===== config.mk =====
export PLATFORM = sky130hd
export DESIGN_NAME = dma_split_mode_channel
export DESIGN_NICKNAME = d
export VERILOG_FILES = /design/src/design/dma_split_pkg.sv /design/src/design/dma_split_mode_channel.sv
export VERILOG_INCLUDE_DIRS = /design/src /design/src/design
export SDC_FILE = /design/constraint.sdc
export NUM_CORES = 2
export LEC_CHECK = 0
export BUFFER_PORTS_ARGS = -buffer_cell sky130_fd_sc_hd__clkbuf_2
export CORE_ASPECT_RATIO = 0.8
export CORE_UTILIZATION = 61
export CTS_CLUSTER_SIZE = 40
export DETAILED_ROUTE_END_ITERATION = 6
export PLACE_DENSITY = 0.78
export SYNTH_ARGS = -nofsm -noshare
export SYNTH_HDL_FRONTEND = slang
export SYNTH_SLANG_ARGS = --single-unit
export TNS_END_PERCENT = 20

===== constraint.sdc =====
create_clock -name mclk -period 8.6 [get_ports mclk]
set_clock_uncertainty 0.1 [all_clocks]
set_input_delay 1.72 -clock mclk [delete_from_list [all_inputs] [get_ports mclk]]
set_output_delay 1.72 -clock mclk [all_outputs]
set_load 0.005 [all_outputs]

===== src/design/dma_split_regs.svh =====
`ifndef DMA_SPLIT_REGS_SVH
`define DMA_SPLIT_REGS_SVH
// register word offsets (byte address / 4), per channel block of 8 words at 0x20*ch
`define OFS_PRIMARY     4'h0
`define OFS_SECONDARY   4'h1
`define OFS_SRC         4'h2
`define OFS_DST         4'h3
`define OFS_SPLIT       4'h4
`define OFS_COUNT       4'h5
`define OFS_INDEX       4'h6
`define OFS_GLOBAL      4'h7
// primary control fields
`define PRI_START_BIT   0
`define PRI_PAUSE_BIT   1
`define PRI_SPLIT_BIT   2
`define PRI_SYNC_BIT    3
`define PRI_PREC_BIT    4
`define PRI_ESIZE_LSB   5
`define PRI_SDIR_LSB    7
`define PRI_DDIR_LSB    9
// secondary control fields
`define SEC_FRAME_BIT   0
`define SEC_IE_BIT      1
`define SEC_DONE_BIT    2
`define SEC_ACTIVE_BIT  3
// address update modes
`define DIR_HOLD        2'h0
`define DIR_INC         2'h1
`define DIR_DEC         2'h2
`define DIR_INDEX       2'h3
// element size codes
`define ESIZE_WORD      2'h0
`define ESIZE_HALF      2'h1
`define ESIZE_BYTE      2'h2
// global interrupt registers (byte address)
`define ADR_IRQ_STATUS  8'h80
`define ADR_IRQ_MASK    8'h84
`define RST_ZERO        32'h0000_0000
`endif


===== src/design/dma_split_pkg.sv =====
package dma_split_pkg;
    typedef enum logic [2:0] {
        ST_IDLE,
        ST_TX_RD,
        ST_TX_WR,
        ST_RX_RD,
        ST_RX_WR,
        ST_DONE
    } xfer_state_e;
endpackage : dma_split_pkg


===== src/design/dma_split_mode_channel.sv =====
// Notes on behaviour
// - indexed destination takes frame index only after last receive-write element of frame.
// - frame_end_flag in secondary control sets once per frame, even in split mode.
// - split mode runs transmit src-to-split and receive (split+4)-to-dst halves.
// - element count reloads into transfer counter after last element of frame.
// - synced receive write waits own sync; transmit reads stall until it finishes.
// - paused split channel resumes and completes outstanding receive transfer on restart.
// - dma_precedence_bit decides peripheral_bus arbitration; zero lets the CPU win.
// - four channels, zero to three, all with identical multiframe split behaviour.
// - word, half-word and byte elements; address steps by size or by index.
// - element index is a byte count independent of the element size.
`timescale 1ns/1ps
`include "dma_split_regs.svh"

module dma_split_mode_channel #(
    parameter int NCH = 4
) (
    input  wire logic        mclk,
    input  wire logic        arst_n,
    input  wire logic [7:0]  avs_address,
    input  wire logic        avs_read,
    input  wire logic        avs_write,
    input  wire logic [31:0] avs_writedata,
    output logic [31:0]      avs_readdata,
    output logic             avs_waitrequest,
    output logic             irq,
    input  wire logic [NCH-1:0] rd_sync,
    input  wire logic [NCH-1:0] wr_sync,
    input  wire logic        cpu_peripheral_bus_req,
    output logic             cpu_peripheral_bus_gnt,
    output logic             mem_req,
    output logic             mem_we,
    output logic [31:0]      mem_addr,
    output logic [31:0]      mem_wdata,
    output logic [1:0]       mem_size,
    output logic             mem_peripheral_bus,
    input  wire logic        mem_ack,
    input  wire logic [31:0] mem_rdata,
    output logic [NCH-1:0]   frame_event
);
    // sync pins from outside the clock domain
    logic [NCH-1:0] rs_a_ff, rs_b_ff, ws_a_ff, ws_b_ff;
    logic [NCH-1:0] rs_c_ff, ws_c_ff;
    always_ff @(posedge mclk or negedge arst_n) begin
        if (!arst_n) begin
            rs_a_ff <= '0;
            rs_b_ff <= '0;
            rs_c_ff <= '0;
            ws_a_ff <= '0;
            ws_b_ff <= '0;
            ws_c_ff <= '0;
        end else begin
            rs_a_ff <= rd_sync;
            rs_b_ff <= rs_a_ff;
            rs_c_ff <= rs_b_ff;
            ws_a_ff <= wr_sync;
            ws_b_ff <= ws_a_ff;
            ws_c_ff <= ws_b_ff;
        end
    end
    // rising edges of the synchronised sync events
    wire [NCH-1:0] r_edge = rs_b_ff & ~rs_c_ff;
    wire [NCH-1:0] w_edge = ws_b_ff & ~ws_c_ff;

    // per-channel registers
    logic [31:0] prim_ff  [NCH];
    logic [3:0]  sec_ff   [NCH];
    logic [31:0] src_ff   [NCH];
    logic [31:0] dst_ff   [NCH];
    logic [31:0] split_ff [NCH];
    logic [31:0] cnt_ff   [NCH];   // [15:0] element count, [31:16] frame count
    logic [15:0] ecur_ff  [NCH];
    logic [15:0] rxcur_ff [NCH];
    logic [15:0] fcur_ff  [NCH];
    logic [31:0] idx_ff   [NCH];   // [15:0] element index, [31:16] frame index
    logic [31:0] data_ff  [NCH];
    logic [NCH-1:0] rpend_ff, wpend_ff;
    dma_split_pkg::xfer_state_e st_ff [NCH];
    logic [NCH-1:0] irq_st_ff, irq_mk_ff;

    logic [1:0]  cur_ff;
    logic        busy_ff;
    logic [31:0] rdata_ff;
    logic        ack_bus_ff;
    logic        wreq_ff;

    // bus decode
    wire         bus_req   = (avs_read | avs_write) & ~ack_bus_ff;
    wire         is_chan   = (avs_address[7] == 1'b0);
    wire [1:0]   bus_ch    = avs_address[6:5];
    wire [3:0]   bus_reg   = {1'b0, avs_address[4:2]};
    wire         wr_fire   = avs_write & ack_bus_ff;
    wire         bus_done  = st_ff[bus_ch] == dma_split_pkg::ST_DONE;
    wire         bus_act   = !bus_done && st_ff[bus_ch] != dma_split_pkg::ST_IDLE;
    wire         wr_stat   = wr_fire & (avs_address == `ADR_IRQ_STATUS);
    wire         wr_mask   = wr_fire & (avs_address == `ADR_IRQ_MASK);

    // element step and active channel fields
    function automatic logic [31:0] step_of(input logic [1:0] dir, input logic [1:0] esz,
                                           input logic [15:0] eidx);
        logic [31:0] sz;
        sz = (esz == `ESIZE_WORD) ? 32'h4 : (esz == `ESIZE_HALF) ? 32'h2 : 32'h1;
        case (dir)
            `DIR_INC:   step_of = sz;
            `DIR_DEC:   step_of = 32'h0 - sz;
            `DIR_INDEX: step_of = {{16{eidx[15]}}, eidx};
            default:    step_of = 32'h0;
        endcase
    endfunction : step_of

    wire [31:0] c_prim  = prim_ff[cur_ff];
    wire [1:0]  c_esz   = c_prim[`PRI_ESIZE_LSB +: 2];
    wire [1:0]  c_sdir  = c_prim[`PRI_SDIR_LSB +: 2];
    wire [1:0]  c_ddir  = c_prim[`PRI_DDIR_LSB +: 2];
    wire        c_split = c_prim[`PRI_SPLIT_BIT];
    wire        c_sync  = c_prim[`PRI_SYNC_BIT];
    wire [15:0] c_eidx  = idx_ff[cur_ff][15:0];
    wire [15:0] c_fidx  = idx_ff[cur_ff][31:16];
    wire [31:0] s_step  = step_of(c_sdir, c_esz, c_eidx);
    wire [31:0] d_step  = step_of(c_ddir, c_esz, c_eidx);
    wire        c_lastf = (fcur_ff[cur_ff] <= 16'h1);
    wire [31:0] d_fstep = (c_ddir == `DIR_INDEX) ? {{16{c_fidx[15]}}, c_fidx} : d_step;
    wire        c_peripheral_bus  = src_ff[cur_ff][31:28] == 4'h1;
    wire [31:0] c_rxsrc = split_ff[cur_ff] + 32'h4;
    wire        c_spbus = split_ff[cur_ff][31:28] == 4'h1;
    wire        c_dpbus = dst_ff[cur_ff][31:28] == 4'h1;
    // precedence bit decides; zero lets a pending cpu access win
    wire        cpu_wins = cpu_peripheral_bus_req & ~c_prim[`PRI_PREC_BIT];
    wire        mem_go   = mem_req & mem_ack;

    // fixed priority pick of a started, unpaused channel; lowest number wins
    logic [1:0] pick;
    logic       pick_ok;
    always_comb begin
        pick    = cur_ff;
        pick_ok = 1'b0;
        for (int k = NCH - 1; k >= 0; k--) begin
            if (prim_ff[k][`PRI_START_BIT] && !prim_ff[k][`PRI_PAUSE_BIT]
                && st_ff[k] != dma_split_pkg::ST_IDLE && st_ff[k] != dma_split_pkg::ST_DONE) begin
                pick    = 2'(k);
                pick_ok = 1'b1;
            end
        end
    end

    // bus answer: one wait cycle, then data with waitrequest low
    always_ff @(posedge mclk or negedge arst_n) begin
        if (!arst_n) begin
            ack_bus_ff <= 1'b0;
            wreq_ff    <= 1'b1;
            rdata_ff   <= `RST_ZERO;
        end else begin
            ack_bus_ff <= bus_req;
            wreq_ff    <= ~bus_req;
            if (avs_address == `ADR_IRQ_STATUS)
                rdata_ff <= {{(32-NCH){1'b0}}, irq_st_ff};
            else if (avs_address == `ADR_IRQ_MASK)
                rdata_ff <= {{(32-NCH){1'b0}}, irq_mk_ff};
            else if (!is_chan)
                rdata_ff <= `RST_ZERO;
            else begin
                case (bus_reg)
                    `OFS_PRIMARY:   rdata_ff <= prim_ff[bus_ch];
                    `OFS_SECONDARY: rdata_ff <= {28'h0, bus_act, bus_done, sec_ff[bus_ch][1:0]};
                    `OFS_SRC:       rdata_ff <= src_ff[bus_ch];
                    `OFS_DST:       rdata_ff <= dst_ff[bus_ch];
                    `OFS_SPLIT:     rdata_ff <= split_ff[bus_ch];
                    `OFS_COUNT:     rdata_ff <= {fcur_ff[bus_ch], ecur_ff[bus_ch]};
                    `OFS_INDEX:     rdata_ff <= idx_ff[bus_ch];
                    default:        rdata_ff <= `RST_ZERO;
                endcase
            end
        end
    end
    assign avs_readdata    = rdata_ff;
    assign avs_waitrequest = wreq_ff;

    // engine
    always_ff @(posedge mclk or negedge arst_n) begin
        if (!arst_n) begin
            for (int i = 0; i < NCH; i++) begin
                prim_ff[i] <= `RST_ZERO; sec_ff[i] <= 4'h0; src_ff[i] <= `RST_ZERO;
                dst_ff[i] <= `RST_ZERO; split_ff[i] <= `RST_ZERO; cnt_ff[i] <= `RST_ZERO;
                ecur_ff[i] <= 16'h0; rxcur_ff[i] <= 16'h0; fcur_ff[i] <= 16'h0;
                idx_ff[i] <= `RST_ZERO; data_ff[i] <= `RST_ZERO;
                st_ff[i] <= dma_split_pkg::ST_IDLE;
            end
            rpend_ff <= '0; wpend_ff <= '0; irq_st_ff <= '0; irq_mk_ff <= '0;
            cur_ff <= 2'h0; busy_ff <= 1'b0; frame_event <= '0;
            mem_req <= 1'b0; mem_we <= 1'b0; mem_addr <= `RST_ZERO;
            mem_wdata <= `RST_ZERO; mem_size <= 2'h0; mem_peripheral_bus <= 1'b0;
            cpu_peripheral_bus_gnt <= 1'b0; irq <= 1'b0;
        end else begin
            frame_event <= '0;
            // clear first so a frame end in the same cycle wins
            if (wr_stat)
                irq_st_ff <= irq_st_ff & ~avs_writedata[NCH-1:0];
            if (wr_fire && is_chan) begin
                case (bus_reg)
                    `OFS_PRIMARY: begin
                        prim_ff[bus_ch] <= avs_writedata;
                        if (avs_writedata[`PRI_START_BIT] && (st_ff[bus_ch] == dma_split_pkg::ST_IDLE
                            || st_ff[bus_ch] == dma_split_pkg::ST_DONE)) begin
                            st_ff[bus_ch]    <= dma_split_pkg::ST_TX_RD;
                            ecur_ff[bus_ch]  <= cnt_ff[bus_ch][15:0];
                            rxcur_ff[bus_ch] <= cnt_ff[bus_ch][15:0];
                            fcur_ff[bus_ch]  <= cnt_ff[bus_ch][31:16];
                        end
                    end
                    `OFS_SECONDARY: sec_ff[bus_ch][`SEC_IE_BIT] <= avs_writedata[`SEC_IE_BIT];
                    `OFS_SRC:   src_ff[bus_ch]   <= avs_writedata;
                    `OFS_DST:   dst_ff[bus_ch]   <= avs_writedata;
                    `OFS_SPLIT: split_ff[bus_ch] <= avs_writedata;
                    `OFS_COUNT: cnt_ff[bus_ch]   <= avs_writedata;
                    `OFS_INDEX: idx_ff[bus_ch]   <= avs_writedata;
                    default: ;
                endcase
            end
            if (wr_fire && is_chan && bus_reg == `OFS_SECONDARY && avs_writedata[`SEC_FRAME_BIT])
                sec_ff[bus_ch][`SEC_FRAME_BIT] <= 1'b0;
            if (wr_mask)
                irq_mk_ff <= avs_writedata[NCH-1:0];
            if (!busy_ff) begin
                if (pick_ok && !(cpu_wins && mem_peripheral_bus)) begin
                    cur_ff  <= pick;
                    busy_ff <= 1'b1;
                end
                cpu_peripheral_bus_gnt <= cpu_peripheral_bus_req;
            end else begin
                // an outstanding dma peripheral access is never cut short
                cpu_peripheral_bus_gnt <= cpu_peripheral_bus_req & ~(mem_req & mem_peripheral_bus);
                case (st_ff[cur_ff])
                    // transmit half, source to split destination
                    dma_split_pkg::ST_TX_RD: begin
                        if (!mem_req && (!c_sync || rpend_ff[cur_ff]) && !(cpu_wins && c_peripheral_bus)) begin
                            mem_req <= 1'b1; mem_we <= 1'b0; mem_size <= c_esz;
                            mem_addr <= src_ff[cur_ff];
                            mem_peripheral_bus <= src_ff[cur_ff][31:28] == 4'h1;
                        end else if (mem_go) begin
                            mem_req <= 1'b0; data_ff[cur_ff] <= mem_rdata;
                            rpend_ff[cur_ff] <= 1'b0;
                            src_ff[cur_ff] <= src_ff[cur_ff] + s_step;
                            st_ff[cur_ff] <= c_split ? dma_split_pkg::ST_TX_WR : dma_split_pkg::ST_RX_WR;
                        end
                    end
                    dma_split_pkg::ST_TX_WR: begin
                        if (!mem_req && !(cpu_wins && c_spbus)) begin
                            mem_req <= 1'b1; mem_we <= 1'b1; mem_addr <= split_ff[cur_ff];
                            mem_wdata <= data_ff[cur_ff]; mem_peripheral_bus <= c_spbus;
                        end else if (mem_go) begin
                            mem_req <= 1'b0;
                            // transmit write end of frame leaves destination untouched
                            ecur_ff[cur_ff] <= ecur_ff[cur_ff] - 16'h1;
                            st_ff[cur_ff] <= (ecur_ff[cur_ff] <= 16'h1) ? dma_split_pkg::ST_RX_RD
                                                                     : dma_split_pkg::ST_TX_RD;
                            busy_ff <= 1'b0;
                        end
                    end
                    // receive half resumes from its own state after pause
                    dma_split_pkg::ST_RX_RD: begin
                        if (!mem_req && !(cpu_wins && c_rxsrc[31:28] == 4'h1)) begin
                            mem_req <= 1'b1; mem_we <= 1'b0; mem_addr <= c_rxsrc;
                            mem_peripheral_bus <= c_rxsrc[31:28] == 4'h1;
                        end else if (mem_go) begin
                            mem_req <= 1'b0; data_ff[cur_ff] <= mem_rdata;
                            st_ff[cur_ff] <= dma_split_pkg::ST_RX_WR;
                        end
                    end
                    dma_split_pkg::ST_RX_WR: begin
                        // receive write waits for its own sync event
                        if (!mem_req && (!c_sync || wpend_ff[cur_ff]) && !(cpu_wins && c_dpbus)) begin
                            mem_req <= 1'b1; mem_we <= 1'b1; mem_addr <= dst_ff[cur_ff];
                            mem_wdata <= data_ff[cur_ff];
                            mem_peripheral_bus <= dst_ff[cur_ff][31:28] == 4'h1;
                        end else if (mem_go) begin
                            mem_req <= 1'b0; wpend_ff[cur_ff] <= 1'b0; busy_ff <= 1'b0;
                            if (c_split) rxcur_ff[cur_ff] <= rxcur_ff[cur_ff] - 16'h1;
                            else ecur_ff[cur_ff] <= ecur_ff[cur_ff] - 16'h1;
                            if ((c_split ? rxcur_ff[cur_ff] : ecur_ff[cur_ff]) <= 16'h1) begin
                                dst_ff[cur_ff] <= dst_ff[cur_ff] + d_fstep;
                                sec_ff[cur_ff][`SEC_FRAME_BIT] <= 1'b1;
                                frame_event[cur_ff] <= sec_ff[cur_ff][`SEC_IE_BIT];
                                irq_st_ff[cur_ff] <= 1'b1;
                                fcur_ff[cur_ff] <= fcur_ff[cur_ff] - 16'h1;
                                ecur_ff[cur_ff] <= cnt_ff[cur_ff][15:0];
                                rxcur_ff[cur_ff] <= cnt_ff[cur_ff][15:0];
                                // no new transmit read after the last frame
                                st_ff[cur_ff] <= c_lastf ? dma_split_pkg::ST_DONE
                                                         : dma_split_pkg::ST_TX_RD;
                            end else begin
                                dst_ff[cur_ff] <= dst_ff[cur_ff] + d_step;
                                st_ff[cur_ff] <= c_split ? dma_split_pkg::ST_RX_RD
                                                         : dma_split_pkg::ST_TX_RD;
                            end
                        end
                    end
                    default: busy_ff <= 1'b0;
                endcase
            end
            // a new sync event outranks consumption of the old one
            for (int k = 0; k < NCH; k++) begin
                if (r_edge[k])
                    rpend_ff[k] <= 1'b1;
                if (w_edge[k])
                    wpend_ff[k] <= 1'b1;
            end
            irq <= |(irq_st_ff & irq_mk_ff);
        end
    end
endmodule : dma_split_mode_channel


## Word level (Yosys, flattened, before mapping)

Index checks and enable logic that the tools add are counted.

- Bits in latches: 0
- Output and inout bits: 108
- Memory bits (writable): 0
- Register bits after elaboration: 1268
- Memories kept: 0
- Bits in read-only memories: 0

- Multiplexer cells: 268
- Eq/ne operators: 42
- Divide/modulo/power cells: 0
- Bitwise gates (word level): 38
- Reductions and logical operators: 103
- Shift operators: 0
- $mul: 0
- Magnitude comparators: 9
- $add $sub $neg: 8

Operator list:

| operator | count |
|---|---|
| $mux 64 | 35 |
| $mux 128 | 16 |
| $bwmux 128 | 10 |
| $mux 32 | 34 |
| $bmux 32 s2 | 13 |
| $bwmux 64 | 8 |
| $mux 16 | 23 |
| $pmux 128 s2 | 1 |
| $pmux 32 s7 | 1 |
| $pmux 32 s3 | 2 |
| $bmux 16 s2 | 5 |
| $mux 12 | 13 |
| $demux 32 s2 | 2 |
| $pmux 32 s4 | 1 |
| $pmux 64 s2 | 1 |
| $add 32x32->32 | 3 |
| $mux 4 | 19 |
| $demux 16 s2 | 2 |
| $pmux 32 s2 | 1 |
| $reduce_bool 2->1 | 26 |
| $bwmux 12 | 4 |
| $le 16x1->1 const B | 3 |
| $pmux 12 s4 | 1 |
| $sub 16x1->16 const B | 3 |
| other kinds (54) | 241 |

## Longest topological paths before layout

- Word-level depth: 22
- Gate-level depth with buffers: 28

## Worst setup path after synthesis

Ideal clock, no wire load.

- Path type: reg-to-reg
- Start: register cur_ff[0]
- End: register src_ff[126] in the netlist's numbering
- Data required time: 8.356 ns
- Buffers on the path: 10
- Stages on the path, launching flop included: 26
- Slack: 2.296 ns
- Setup time: 0.144 ns
- Arrival: 6.060 ns
- Cell sequence: dfrtp_1 buf_6 buf_6 buf_12 buf_12 buf_12 buf_8 buf_4 buf_6 buf_2 buf_2 mux4_2 mux2_2 a22o_1 ha_1 fa_1 a21o_1 a21oi_1 o21ai_0 a31o_2 a2111oi_0 o31ai_1 o31a_1 o21a_1 o41ai_1 a21oi_1

- Word-level cells in the longest chain between the ends: 15
- Elaborated cells on any way between the ends: 45

RTL lines:

| item | RTL line | text |
|---|---|---|
| start, declared | dma_split_mode_channel.sv:81 | `logic [1:0] cur_ff;` |
| start signal, assigned | dma_split_mode_channel.sv:225 | `cur_ff <= pick;` |
| $not 2->3 (not written as such) | - |  |
| $bmux 32 s2 | dma_split_mode_channel.sv:111 | `wire [31:0] c_prim = prim_ff[cur_ff];` |
| $mux 11 (not written as such) (2 in a row) | dma_split_mode_channel.sv:111 |  |
| $eq 2x1->1 (no line) | - |  |
| $mux 2 | dma_split_mode_channel.sv:102 | `` sz = (esz == `ESIZE_WORD) ? 32'h4 : (esz == `ESIZE_HALF) ? 32'h2 : 32'h1; `` |
| $mux 3 | dma_split_mode_channel.sv:102 |  |
| $sub 1x3->4 | dma_split_mode_channel.sv:105 | `` `DIR_DEC: step_of = 32'h0 - sz; `` |
| $pmux 32 s3 | dma_split_mode_channel.sv:103 | `case (dir)` |
| $add 32x32->32 | dma_split_mode_channel.sv:242 | `src_ff[cur_ff] <= src_ff[cur_ff] + s_step;` |
| $bwmux 128 | dma_split_mode_channel.sv:242 |  |
| $mux 128 | dma_split_mode_channel.sv:239 | `end else if (mem_go) begin` |
| $mux 128 | dma_split_mode_channel.sv:235 | `if (!mem_req && (!c_sync \|\| rpend_ff[cur_ff]) && !(cpu_wins && c_peripheral_bus)) begin` |
| $mux 128 * | dma_split_mode_channel.sv:232 | `case (st_ff[cur_ff])` |
| $mux 128 * | dma_split_mode_channel.sv:223 | `if (!busy_ff) begin` |
| end signal, assigned by index | dma_split_mode_channel.sv:211 | `` `OFS_SRC: src_ff[bus_ch] <= avs_writedata; `` |
| end signal, assigned by index | dma_split_mode_channel.sv:242 |  |
| end, declared | dma_split_mode_channel.sv:68 | `logic [31:0] src_ff [NCH];` |

Mark *: on every way between the ends. The rest lies on a longest branch, timed or not. The select of a mux whose other input is x is not followed.
A chain may end at the register's enable or synchronous reset.

## Worst setup path after layout

- Start: register cur_ff[1]
- End: register mem_addr[28]

- Word-level cells in the longest chain between the ends: 11
- Elaborated cells on any way between the ends: 59

RTL lines:

| item | RTL line | text |
|---|---|---|
| $not 2->3 (not written as such) | - |  |
| $bmux 32 s2 (on tied branches) | - |  |
| $mux 32 (not written as such) or $mux 11 (tied branches) (2 in a row) | - |  |
| $add 32x3->32 or $not 1->1 (tied branches) | dma_split_mode_channel.sv:124, dma_split_mode_channel.sv:128 |  |
| $eq 4x1->1 or $and 1x1->1 (tied branches) | dma_split_mode_channel.sv:261, dma_split_mode_channel.sv:128 |  |
| $logic_and 1x1->1 (on tied branches) | - |  |
| $logic_not 1->1 (on tied branches) | - |  |
| $logic_and 1x1->1 (on tied branches) | - |  |
| $ne 2x2->1 (no line) | - |  |
| $reduce_and 6->1 (no line) | - |  |
| end signal, assigned | dma_split_mode_channel.sv:237 | `mem_addr <= src_ff[cur_ff];` |
| end, declared | dma_split_mode_channel.sv:33 | `output logic [31:0] mem_addr,` |

Parallel ways exist; a longest one is shown, timed or not. The select of a mux whose other input is x is not followed.

==> out/results.tsv <==
metric	value	unit
Slew Limit Fails	0	
initial DRC count	9974	
Fmax	0.139	GHz
Max VDD drop	0.271	mV
CP arrival	7750	ps
later-pin clock latency in the skew report	800	ps
Die Span Y	310	µm
Avg Cell Area, Syn	11.4	µm²
fin crit period	7170	ps
vias in the first global route	57400	
top-count cell post-synth	dfrtp_1	
Worst Setup Start Kind	flip-flop	
P_leak	35.8	nW
CP startpoint	cur_ff[1]$_DFFE_PN0P_	
row count	112	
final setup vio count	0	
postcts setup bufs	0	
root buf cell	clkbuf_16	
Slew @ Worst Pin	1450	ps
share of the synthesized area in the top cell type	43.5	%
register area	31500	µm²
critical path peak fanout	99	
drc violations	55	
CORE AREA	117000	µm²
Sink Count	1260	
fillers	8488	
htree depth	4	
via count	60000	
setup_tns	0	ps
post-detail-place hpwl	185	mm
Ys Warns	0	
routed len/inst	34.6	µm
Layout area overhead	9.23	%
P per Cell Area	232	nW/µm²
Mapped Cells	6355	
Boundary Pins	194	
TritonCTS clock tree	yes	
Netlist cell types	95	
Initial DRT Pass Iterations	7	
ys flop type	dfrtp_1	
CTS max path bufs	3	
port buffer count	193	
gpl congestion	1.06	
sequential cell area fraction in the yosys report	43.5	%
min-delay worst type	reg2reg	
crit path kind	reg2reg	
final period utilization	83.4	%
largest net degree at the start of global routing	181	
Hold-fix buffers, CTS	0	
top cells by area, synth	dfrtp_1, mux4_2, mux2_2, nand2_1, a21oi_1	
Final nets	6484	
total power	18.4	mW
Detailed Route WL	275	mm
RR Startpoint	cur_ff[1]$_DFFE_PN0P_	
flop2flop setup slack	1430	ps
area of the multi-input gates	38900	µm²
Initial Util	61.8	%
Worst setup EP type	flip-flop	
failing checks	DRC	
unrepaired setup endpoints after global routing	no	
synthesized area	72500	µm²
asr flop ratio synth	100	%
slack of the critical path	1430	ps
Vias/cell	7.53	
CTS Buf Count	131	
status	complete, but fails checks	
Worst-path clk slew	60	ps
Critical Path RT	9180	ps
share of cells above drive strength 1	28.5	%
max_cap viols	0	
Slew headroom	2.59	%
die width	387	µm
Core Util, Final	67.5	%
first-pass GRT wire length	398	mm
#FFs+latches synth	1260	
synthesized net count	6527	
R2R depth	12	
Post-synth top cells	dfrtp_1, mux2_2, nand2_1	
Worst R2R End	mem_addr[28]$_DFFE_PN0P_	
biggest area consumer among synthesized cells	dfrtp_1	
Post-DRT Antenna Nets	0	
die area	120000	µm²
CP Capture Point	mem_addr[28]$_DFFE_PN0P_	
GRT Overall Usage	45.6	%
GRT Residual Overflow	0	
initial antenna violation count	33	
Hold Path Stages	0	
Final Hold Fails	0	
pre-CTS setup slack	1730	ps
post-cts sizing count	0	
EDFF count, synth	0	
==> layout make-up <==
type | count | area share, %
repair buffers | 335 | 2.74
flip-flops and latches | 1260 | 39.8
multi-input cells | 4522 | 49.1
inverters | 62 | 0.294
diodes | 17 | 0.0537
clock buffers | 192 | 4.99
well taps | 1539 | 2.43
clock inverters | 35 | 0.585
==> worst min-delay path by stage <==
stage / from / to
2_1_floorplan: rs_a_ff[0]$_DFF_PN0_ / rs_b_ff[0]$_DFF_PN0_
3_3_place_gp: ws_a_ff[3]$_DFF_PN0_ / ws_b_ff[3]$_DFF_PN0_
3_5_place_dp: ws_a_ff[3]$_DFF_PN0_ / ws_b_ff[3]$_DFF_PN0_
4_1_cts: ws_a_ff[3]$_DFF_PN0_ / ws_b_ff[3]$_DFF_PN0_
5_1_grt: ws_a_ff[3]$_DFF_PN0_ / ws_b_ff[3]$_DFF_PN0_
6_report: ws_a_ff[3]$_DFF_PN0_ / ws_b_ff[3]$_DFF_PN0_
==> worst max-delay path, stage by stage, from the launching register on <==
cell       delay, ps
dfrtp_4          880
buf_12           660
buf_4            850
mux4_1           490
and2_1           220
nand4_1          530
nor3_2           700
a32oi_1          200
a2bb2oi_1        180
nor3_1           700
a21o_2           990
inv_1            150
o32a_1           220
==> routing by layer <==
| layer | GRT usage [%] | up-vias | wire length (µm) |
|---|---|---|---|
| met5 | 0.316 | - | 227 |
| met4 | 22.2 | 28 | 14700 |
| met3 | 22.8 | 915 | 48900 |
| met2 | 59.5 | 5189 | 108000 |
| met1 | 62.6 | 30100 | 103000 |
| li1 | - | 23700 | - |
==> where the power goes <==
part | switching [mW] | internal, mW | total [mW]
Clock | 2.48 | 3.48 | 5.96
Sequential | 0.369 | 6.33 | 6.69
Combinational | 3.81 | 1.90 | 5.70
Total | 6.66 | 11.7 | 18.4
==> stage by stage <==
step                hold slack (ps)  cells  cell area, µm²
floorplan                       231   6355           72500
global placement                236   7718           74700
detailed placement              235   7718           74700
CTS                             248   7945           79100
global route                    254   7954           79200
finish                          247   7962           79200
==> sequential cells by signal, summed over array words and instances, names as in the netlist, 32 cells and up <==
name          count
ecur_ff          64
data_ff         128
rxcur_ff         64
src_ff          128
avs_readdata     32
dst_ff          128
mem_addr         32
idx_ff          128
prim_ff         128
fcur_ff          64
mem_wdata        32
split_ff        128
cnt_ff          128
==> cells in the final DEF (no fill, tap or decap), drive strengths merged, types with 35 or more instances in the layout <==
cell / instances
inv: 66
nor2b: 79
o21ai: 368
and2: 87
mux4: 448
buf: 145
o22ai: 109
o21a: 53
nor2: 297
nand3: 81
a21oi: 458
a21o: 51
mux2: 750
nand2b: 35
a211oi: 80
nor3: 49
ha: 83
xor2: 67
clkbuf: 382
nand2: 617
a31oi: 62
and3: 64
dfrtp: 1259
xnor2: 76
a22oi: 121
mux2i: 184
==> logic make-up after synthesis <==
| kind of cell | after synthesis | synth area share (%) |
|---|---|---|
| simple gates | 1414 | 9.03 |
| fa+ha+maj | 87 | 1.53 |
| xor+xnor | 143 | 1.74 |
| flops | 1260 | 43.5 |
| buf+inv | 573 | 3.34 |
| compound gates | 1496 | 12.7 |
| mux | 1382 | 28.2 |
Note: power is estimated with default switching activity, not from simulation.
